### config.mk
export PLATFORM = sky130hd
export DESIGN_NAME = hwd_watchdog
export DESIGN_NICKNAME = d
export VERILOG_FILES = /design/src/include/hwd_pkg.sv /design/src/logic/hwd_watchdog.sv /design/src/logic/hwd_seq_detect.sv
export SDC_FILE = /design/constraint.sdc
export NUM_CORES = 1
export LEC_CHECK = 0
export BUFFER_PORTS_ARGS = -buffer_cell sky130_fd_sc_hd__buf_2
export CORE_ASPECT_RATIO = 1.5
export CORE_MARGIN = 8
export CORE_UTILIZATION = 50
export CTS_CLUSTER_DIAMETER = 40
export DETAILED_ROUTE_END_ITERATION = 8
export PLACE_DENSITY = 0.81
export SYNTH_ARGS = -nofsm -noshare
export SYNTH_HDL_FRONTEND = slang
export SYNTH_SLANG_ARGS = --single-unit
### constraint.sdc
create_clock -name ref_clk_i -period 1.5 [get_ports ref_clk_i]
set_input_delay 0.15 -clock ref_clk_i [delete_from_list [all_inputs] [get_ports ref_clk_i]]
set_output_delay 0.15 -clock ref_clk_i [all_outputs]
set_load 0.01 [all_outputs]
### src/include/hwd_pkg.sv
package hwd_pkg;

    // ****************************************
    // Register map
    // ****************************************
    localparam logic [7:0] HWD_ADDR_SERVICE = 8'hA6;
    localparam logic [7:0] HWD_ADDR_TIMEOUT = 8'hA7;
    localparam int         HWD_SEL_LSB      = 0;
    localparam int         HWD_ARMED_BIT    = 7;
    localparam logic [2:0] HWD_SEL_RESET    = 3'h0;
    localparam logic [7:0] HWD_RDATA_RESET  = 8'h00;

    // ****************************************
    // Service keys
    // ****************************************
    localparam logic [7:0] HWD_KEY_FIRST  = 8'h1E;
    localparam logic [7:0] HWD_KEY_SECOND = 8'hE1;

    // ****************************************
    // Counter shapes and timing
    // ****************************************
    localparam int          HWD_BASE_W        = 14;
    localparam int          HWD_PRE_W         = 7;
    localparam int          HWD_SEL_W         = 3;
    localparam logic [13:0] HWD_BASE_MAX      = 14'h3FFF;
    localparam logic [13:0] HWD_BASE_RESET    = 14'h0000;
    localparam logic [6:0]  HWD_PRE_RESET     = 7'h00;
    localparam logic [6:0]  HWD_PRE_ONES      = 7'h7F;
    localparam int          HWD_PULSE_PERIODS = 96;
    localparam logic [6:0]  HWD_PULSE_CYCLES  = 7'(HWD_PULSE_PERIODS);
    localparam logic [6:0]  HWD_PULSE_RESET   = 7'h00;

    // ****************************************
    // Sequence detector states
    // ****************************************
    typedef enum logic {
        HWD_SEQ_IDLE  = 1'b0,
        HWD_SEQ_FIRST = 1'b1
    } hwd_seq_t;

endpackage

### src/logic/hwd_watchdog.sv
// The implementer's own choice: strobed register access.
`timescale 1ns/100ps
`default_nettype none

// Operation
// - 14-bit watchdog counter is off after any reset until armed.
// - Writing 1E then E1 to the service register arms the watchdog.
// - When armed, the counter advances once per machine cycle while oscillator runs.
// - Software cannot disarm; only reset or overflow returns to disabled.
// - Each complete 1E, E1 pair clears the count while armed.
// - Base counter overflows at 3FFF and resets the whole device.
// - Overflow drives an active-low reset pin pulse of 96 peripheral clocks.
// - The count value is neither readable nor writable by software.
// - Service register is write-only; reads return no defined data.
// - A 7-bit prescaler precedes the base counter to extend time-out.
// - Select field bits 2..0 at A7 give 16384 times 2^S cycles.
// - Select field resets to zero; upper bits reserved, not to be set.
// - During power-down the count freezes and no servicing is needed.
// - After wake by held-low interrupt, counting waits until it goes high.
module hwd_watchdog
    import hwd_pkg::*;
(
    input  wire logic       ref_clk_i,     // Peripheral clock, one machine cycle
    input  wire logic       reset_i,       // Synchronous device reset
    input  wire logic [7:0] addr_i,        // Register address
    input  wire logic [7:0] wdata_i,       // Write data
    input  wire logic       wr_i,          // Write strobe
    input  wire logic       rd_i,          // Read strobe
    output logic      [7:0] rdata_o,       // Read data, cycle after strobe
    input  wire logic       power_down_i,  // Oscillator stopped
    input  wire logic       wake_int_n_i,  // Wake interrupt pin level
    output logic            dev_reset_o,   // Device reset request
    output logic            rst_pin_out_o, // Reset pin drive level
    output logic            rst_pin_oe_o,  // Reset pin drive enable
    output logic            armed_o        // Watchdog running
);

    // ****************************************
    // Declarations
    // ****************************************
    logic                  armed_q;
    logic                  armed_d;
    logic [HWD_SEL_W-1:0]  sel_q;
    logic [HWD_SEL_W-1:0]  sel_d;
    logic [HWD_PRE_W-1:0]  pre_q;
    logic [HWD_PRE_W-1:0]  pre_d;
    logic [HWD_BASE_W-1:0] base_q;
    logic [HWD_BASE_W-1:0] base_d;
    logic                  hold_q;
    logic                  hold_d;
    logic [6:0]            pulse_q;
    logic [6:0]            pulse_d;
    logic                  pin_oe_q;
    logic                  pin_oe_d;
    logic                  pin_out_q;
    logic [7:0]            rdata_q;
    logic [7:0]            rdata_d;
    logic                  svc_done;

    // ****************************************
    // Address decode
    // ****************************************
    wire hit_service = addr_i == HWD_ADDR_SERVICE;
    wire hit_timeout = addr_i == HWD_ADDR_TIMEOUT;
    wire wr_service  = wr_i && hit_service;
    wire wr_timeout  = wr_i && hit_timeout;
    wire rd_timeout  = rd_i && hit_timeout;

    // ****************************************
    // Key pair detector
    // ****************************************
    hwd_seq_detect u_seq (
        .ref_clk_i (ref_clk_i),
        .reset_i   (reset_i),
        .wr_i      (wr_service),
        .data_i    (wdata_i),
        .done_o    (svc_done)
    );

    // ****************************************
    // Counting conditions
    // ****************************************
    // Clock stopped in power-down; hold also covers the wake window
    wire run_ok   = !power_down_i && !hold_q;
    wire count_en = armed_q && run_ok;

    // Low S prescaler bits all ones gives one base step per 2^S cycles
    wire [HWD_PRE_W-1:0] pre_mask = ~(HWD_PRE_ONES << sel_q);
    wire                 tick     = (pre_q & pre_mask) == pre_mask;
    wire                 at_max   = base_q == HWD_BASE_MAX;

    // Servicing in the same cycle beats the overflow
    wire overflow = count_en && tick && at_max && !svc_done;

    // ****************************************
    // Power-down hold
    // ****************************************
    always_comb
    begin
        hold_d = hold_q;
        if (power_down_i)
        begin
            hold_d = 1'b1;
        end
        else if (wake_int_n_i)
        begin
            hold_d = 1'b0;
        end
    end

    // ****************************************
    // Arming
    // ****************************************
    always_comb
    begin
        armed_d = armed_q;
        if (svc_done)
        begin
            armed_d = 1'b1;
        end
        else if (overflow)
        begin
            armed_d = 1'b0;
        end
    end

    // ****************************************
    // Prescaler and base counter
    // ****************************************
    always_comb
    begin
        pre_d  = pre_q;
        base_d = base_q;
        if (svc_done)
        begin
            pre_d  = HWD_PRE_RESET;
            base_d = HWD_BASE_RESET;
        end
        else if (count_en)
        begin
            pre_d = pre_q + 7'h01;
            if (tick)
            begin
                base_d = base_q + 14'h0001;
            end
        end
    end

    // ****************************************
    // Time-out select
    // ****************************************
    always_comb
    begin
        sel_d = sel_q;
        if (wr_timeout)
        begin
            // Reserved upper bits are dropped
            sel_d = wdata_i[HWD_SEL_LSB +: HWD_SEL_W];
        end
    end

    // ****************************************
    // Reset pulse
    // ****************************************
    always_comb
    begin
        pulse_d  = pulse_q;
        pin_oe_d = pin_oe_q;
        if (overflow)
        begin
            pulse_d  = HWD_PULSE_CYCLES;
            pin_oe_d = 1'b1;
        end
        else if (pulse_q != HWD_PULSE_RESET)
        begin
            pulse_d  = pulse_q - 7'h01;
            pin_oe_d = pulse_q != 7'h01;
        end
    end

    // ****************************************
    // Read path
    // ****************************************
    // Count is never mapped; service reads give zero
    always_comb
    begin
        rdata_d = HWD_RDATA_RESET;
        if (rd_timeout)
        begin
            rdata_d[HWD_SEL_LSB +: HWD_SEL_W] = sel_q;
            rdata_d[HWD_ARMED_BIT]            = armed_q;
        end
    end

    // ****************************************
    // Registers
    // ****************************************
    always_ff @(posedge ref_clk_i)
    begin
        if (reset_i)
        begin
            armed_q <= 1'b0;
            sel_q   <= HWD_SEL_RESET;
            pre_q   <= HWD_PRE_RESET;
            base_q  <= HWD_BASE_RESET;
            hold_q  <= 1'b0;
        end
        else
        begin
            armed_q <= armed_d;
            sel_q   <= sel_d;
            pre_q   <= pre_d;
            base_q  <= base_d;
            hold_q  <= hold_d;
        end
    end

    // The pulse must outlive the device reset it causes
    // Running pulse tested first so an unknown power-up state still clears
    always_ff @(posedge ref_clk_i)
    begin
        if (reset_i && pin_oe_q)
        begin
            pulse_q  <= pulse_d;
            pin_oe_q <= pin_oe_d;
        end
        else if (reset_i)
        begin
            pulse_q  <= HWD_PULSE_RESET;
            pin_oe_q <= 1'b0;
        end
        else
        begin
            pulse_q  <= pulse_d;
            pin_oe_q <= pin_oe_d;
        end
    end

    always_ff @(posedge ref_clk_i)
    begin
        if (reset_i)
        begin
            rdata_q   <= HWD_RDATA_RESET;
            pin_out_q <= 1'b0;
        end
        else
        begin
            rdata_q   <= rdata_d;
            pin_out_q <= 1'b0;
        end
    end

    // ****************************************
    // Outputs
    // ****************************************
    assign rdata_o       = rdata_q;
    assign armed_o       = armed_q;
    assign dev_reset_o   = pin_oe_q;
    assign rst_pin_oe_o  = pin_oe_q;
    assign rst_pin_out_o = pin_out_q;

    // ****************************************
    // Checks
    // ****************************************
    logic [7:0] oe_len_q;

    always_ff @(posedge ref_clk_i)
    begin
        oe_len_q <= pin_oe_q ? oe_len_q + 8'h01 : 8'h00;
    end
endmodule

`default_nettype wire

### src/logic/hwd_seq_detect.sv
`timescale 1ns/100ps
`default_nettype none

module hwd_seq_detect
    import hwd_pkg::*;
(
    input  wire logic       ref_clk_i, // Peripheral clock
    input  wire logic       reset_i,   // Synchronous reset
    input  wire logic       wr_i,      // Write to service register
    input  wire logic [7:0] data_i,    // Written byte
    output logic            done_o     // Complete key pair seen
);

    hwd_seq_t state_q;
    hwd_seq_t state_d;
    logic     done_q;
    logic     done_d;

    wire is_first  = wr_i && (data_i == HWD_KEY_FIRST);
    wire is_second = wr_i && (data_i == HWD_KEY_SECOND);

    // ****************************************
    // Key pair tracking
    // ****************************************
    always_comb
    begin
        state_d = state_q;
        done_d  = 1'b0;
        case (state_q)
            HWD_SEQ_IDLE:
            begin
                if (is_first)
                begin
                    state_d = HWD_SEQ_FIRST;
                end
            end
            HWD_SEQ_FIRST:
            begin
                if (wr_i)
                begin
                    // Any other byte drops the pair
                    state_d = HWD_SEQ_IDLE;
                    done_d  = is_second;
                end
            end
            default:
            begin
                state_d = HWD_SEQ_IDLE;
            end
        endcase
    end

    always_ff @(posedge ref_clk_i)
    begin
        if (reset_i)
        begin
            state_q <= HWD_SEQ_IDLE;
            done_q  <= 1'b0;
        end
        else
        begin
            state_q <= state_d;
            done_q  <= done_d;
        end
    end

    assign done_o = done_q;
endmodule

`default_nettype wire

-- Yosys cells after proc, flatten, opt, wreduce, memory -nomap -nowiden
Index checks and enable logic that the tools add are counted.
- add/sub/neg operators: 3
- equality and inequality tests: 7
- reductions and logical operators: 21
- shift-type cells: 1
- bitwise logic cells: 5
- mux-type cells: 15
- operator list (cell ; count):
    $mux 7 ; 4
    $eq 8x8->1 const B ; 3
    $add 14x1->14 const B ; 1
    $eq 14x14->1 const B ; 1
    $logic_and 1x1->1 ; 11
    $mux 1 ; 10
    $eq 8x5->1 const B ; 1
    $add 7x1->7 const B ; 1
    $and 7x7->7 ; 1
    $eq 7x7->1 ; 1
    $ne 7x1->1 const B ; 1
    $not 7->7 ; 1
    $reduce_bool 7->1 ; 1
    $shl 7x3->7 const A ; 1
    $sub 7x1->7 const B ; 1
    $reduce_bool 2->1 ; 2
    $reduce_or 2->1 ; 2
    $logic_not 1->1 ; 3
    $not 1->1 ; 3
    $reduce_or 3->1 ; 1
    $pmux 1 s2 ; 1
    $reduce_and 2->1 ; 1
- output and inout bits: 12
- input bits: 22
- flip-flop bits (word level): 44

-- Longest topological paths before layout
- word-level depth: 10
- mapped depth: 6

-- By module
Synthesis repeated with hierarchy kept, for this count alone.
- cell total of the unflattened synthesis: 224
- area, all modules: 1970.6 µm²
- by module, submodules not included (module ; area an instance (µm²) ; cells each ; times used ; sequential area each (µm²)):
    hwd_watchdog ; 1848.0 ; 213 ; 1 ; 760.7
    hwd_seq_detect ; 122.6 ; 11 ; 1 ; 40.0

-- Worst setup path after synthesis
Ideal clock, no wire load.
- path kind: register -> register
- from: register armed_q (netlist: armed_o)
- to: register base_q[6]
- data required time: 1370 ps
- cell stages (with the launch flop): 6
- clock period less this slack: 1556 ps
- setup slack: -56 ps
- arrival: 1425 ps
- library setup time: 130 ps
- cells stage by stage: dfxtp_1 > nor3b_2 > buf_2 > o2111ai_1 > o311ai_1 > o31ai_1
- word-level cells in the longest chain between the ends: 2
- RTL lines (what ; RTL line ; text):
    start: declaration ; hwd_watchdog.sv:41 ; logic armed_q;
    start signal: assignment ; hwd_watchdog.sv:210 ; armed_q <= armed_d;
    $logic_and 1x1->1 ; hwd_watchdog.sv:85 ; wire count_en = armed_q && run_ok;
    $reduce_and 2->1 (no line) ; -- ;
    end signal: assignment ; hwd_watchdog.sv:213 ; base_q <= base_d;
    end: declaration ; hwd_watchdog.sv:47 ; logic [HWD_BASE_W-1:0] base_q;
No other way between the ends.
A chain may end at the register's enable or synchronous reset.

-- Worst setup path after layout
- from: register sel_q[0]
- to: register base_q[4]
- word-level cells in the longest chain between the ends: 5
- RTL lines (what ; RTL line ; text):
    start: declaration ; hwd_watchdog.sv:43 ; logic [HWD_SEL_W-1:0] sel_q;
    start signal: assignment ; hwd_watchdog.sv:211 ; sel_q <= sel_d;
    $shl 7x3->7 * ; hwd_watchdog.sv:88 ; wire [HWD_PRE_W-1:0] pre_mask = ~(HWD_PRE_ONES << sel_q);
    $not 7->7 * ; hwd_watchdog.sv:88 ;
    $and 7x7->7 ; hwd_watchdog.sv:89 ; wire tick = (pre_q & pre_mask) == pre_mask;
    $eq 7x7->1 * ; hwd_watchdog.sv:89 ;
    $reduce_and 2->1 (no line) * ; -- ;
Mark *: on every way between the ends. The rest lies on a longest branch, timed or not.

==> impl_metrics.json <==
{
  "status": "finished, violations left",
  "violations": "setup timing",
  "fin_skew_ns": 0.0105,
  "clk_latency_ns": 0.30,
  "synth_area_leader_cell": "dfxtp_1",
  "cts.sinks": 40,
  "start_kind": "flip-flop",
  "initial_core_util_pct": 51.1,
  "portBuffers": 28,
  "cts.clk_slew.worst_paths_ns": 0.09,
  "reg2reg_depth": 5,
  "yosys-top-cells-count": "dfxtp_1, nand2_1, nor2_1",
  "dieWidth_um": 69.1,
  "max_cap_viol_count": 0,
  "drtIter0Drc": 104,
  "r2r-start": "sel_q[0]$_SDFFE_PP0P_",
  "ant_nets": 0,
  "wire_per_inst_um": 18.4,
  "finalHoldViolations": 0,
  "worstPathMaxFanout": 6,
  "syn_area_mm2": 0.00211,
  "synth_most_common_cell": "dfxtp_1",
  "seq_area_um2": 817,
  "cts_tree": "built",
  "rsz0062_at_grt": "true",
  "grt_overflow": 0,
  "diodes": 0,
  "fin_crit_ns": 1.70,
  "crit_path_top_delay_cell": "or4_1",
  "clock-root-buffer": "clkbuf_8",
  "place_congestion": 0.792,
  "cts_max_level": 2,
  "synthTopCellsByArea": "dfxtp_1, mux2i_1, nand2_1, nor2_1, ha_1",
  "crit_path_cell_trace": "nor2b_1, o2111a_2, buf_6, or4_1, a21oi_2",
  "final_nets": 339,
  "top_level_ports": 34,
  "synth-edff-count": 0,
  "slowest_delay_ns": 0.55,
  "drive_gt1_share_pct": 42.5,
  "hold_path.class": "primary input to flip-flop",
  "avgViaCountPerCell": 5.96,
  "arrival_ns": 1.94,
  "async_reset_ff_share_pct": 0,
  "r2r-end": "base_q[4]$_SDFFE_PP0P_",
  "route.detailed.drc": 0,
  "required_ns": 1.74,
  "grt_pass1_vias": 2086,
  "ys.flop_type": "dfxtp_1",
  "antenna_found_initial": 0,
  "vias": 2139,
  "tightest_slew_ns": 0.545,
  "cts_buffers": 5,
  "drv_slew": 0,
  "ys_seq_area_share_pct": 37.9,
  "dieArea_mm2": 0.00661,
  "path_class": "flip-flop to flip-flop",
  "ctsHoldBuffers": 0,
  "critPathTopFamily": "simple AND/OR/NAND/NOR gates",
  "cp-end-kind": "flip-flop",
  "grt_max_degree": 22,
  "clockBufferDepth": 2,
  "finalInstanceArea_mm2": 0.00303,
  "ff2ff_setup_slack_ns": -0.20,
  "rows": 29,
  "fmax_ghz": 0.587,
  "dp_slack_ns": -0.158,
  "path_buf_inv": 1,
  "maxSlewHeadroom_pct": 63.2,
  "dr.pass1.iters": 4,
  "multi_input_area_mm2": 0.00146,
  "yosys_register_bits": 40,
  "synthCells": 237,
  "powerDensity_mw_per_mm2": 990,
  "num-fill-cells": 280,
  "grt_util_all_layers_pct": 16.4,
  "hold-path-endpoint": "u_seq.done_o$_SDFF_PP0_",
  "power_leakage_nw": 1.24,
  "syn2layout_area_growth_pct": 43.6,
  "place_area_mm2": 0.00259,
  "core-area_mm2": 0.00414,
  "wl_um": 6590,
  "whs_path_depth": 3,
  "worstHoldStart": "wdata_i[0]",
  "hpwl_um": 3940,
  "finalPower_mw": 3.00,
  "synth_cell_types": 51,
  "fin_ws_ns": -0.203,
  "peakVddDrop_v": 0.00143,
  "postSynthAreaPerCell_um2": 8.92,
  "yosys_warnings": 0,
  "die_y_um": 95.6,
  "synth_top_cell_area_share_pct": 37.9,
  "grt_pass1_wl_um": 9000,
  "setup-tns-final_ns": -2.37,
  "fin_crit_sh_pct": 114,
  "setup_violations": 23
}
==> flip-flops by register name, indices dropped and copies added, names as in the netlist, 3 cells and up <==
signal and cells:
pulse_q 7, sel_q 3, pre_q 7, base_q 14
rdata_o 4
==> worst register-to-register path: cells and delay by family (launching register included) <==
kind | cells | cell delay, ns
AND/OR/NAND/NOR | 2 | 0.70
AO/OA/AOI/OAI | 2 | 0.45
flip-flops | 1 | 0.35
buffers and inverters | 1 | 0.15
==> worst max path at each step <==
stage	slack, ns	depth (start not counted)	endpoint	from
after floorplan	-0.01	5	base_q[6]$_SDFFE_PP0P_	armed_o$_SDFFE_PP0P_
after global placement	-0.09	6	base_q[8]$_SDFFE_PP0P_	sel_q[0]$_SDFFE_PP0P_
after detailed placement	-0.16	6	base_q[8]$_SDFFE_PP0P_	sel_q[0]$_SDFFE_PP0P_
after CTS	-0.08	5	base_q[4]$_SDFFE_PP0P_	sel_q[0]$_SDFFE_PP0P_
after global routing	-0.23	6	base_q[4]$_SDFFE_PP0P_	sel_q[0]$_SDFFE_PP0P_
final	-0.20	5	base_q[4]$_SDFFE_PP0P_	sel_q[0]$_SDFFE_PP0P_
==> power breakdown <==
group	leakage [nW]	internal, mW	switching (mW)
logic	0.847	0.402	0.402
registers	0.331	1.17	0.111
clock network	0.0583	0.501	0.414
==> metal layers <==
metal	vias up	global-route usage [%]	share of wire (%)
li1	1021	-	-
met3	25	4.17	4.1
met1	1019	14.6	34
met4	0	8.23	3.8
met2	74	33.0	58
met5	-	0	0
==> area by class of cell <==
class                           instances  share of cell area (%)
Inverter                                3                   0.371
Timing Repair Buffer                   82                    18.9
Clock buffer                            5                    2.27
Tap cell                               46                    1.90
Sequential cell                        40                    26.9
Clock inverter                          3                    1.57
Multi-Input combinational cell        180                    48.1
==> logic make-up after synthesis <==
kind of cell	share of synthesized area (%)
flops	37.9
fa+ha+maj	2.96
other cells	0.177
buf+inv	5.80
mux	7.10
compound gates	10.3
xor+xnor	3.73
simple gates	32.0
==> placed cells by master (no fill, tap or decap), drive strengths merged, types with 3 or more instances in the layout <==
cell type  instances
a21oi              7
and2               6
and4               3
buf               82
clkbuf             5
conb               5
dfxtp             40
ha                 5
inv                3
mux2i             15
nand2             22
nand3              3
nand4              6
nor2              17
nor2b              4
nor3               9
nor3b              4
nor4              10
nor4b              3
o2111ai            4
o211ai             3
o21ai              3
o31ai              6
or2                3
or3               10
or4                6
xor2               7
==> stage by stage <==
step | hold WS, ns | utilization [%] | std cells
global route | 0.126 | 73.4 | 359
floorplan | 0.267 | - | 241
global placement | 0.414 | 62.6 | 341
finish | 0.110 | 73.4 | 359
CTS | 0.103 | 69.0 | 357
detailed placement | 0.415 | 62.6 | 341
==> what timing repair did <==
item	4_1_cts	5_1_grt
cloned	0	2
endpoints found under the setup margin	22	24
setup buffers	8	1
pin swaps	7	6
gates resized for setup	23	32
Note: power is estimated with default switching activity, not from simulation.
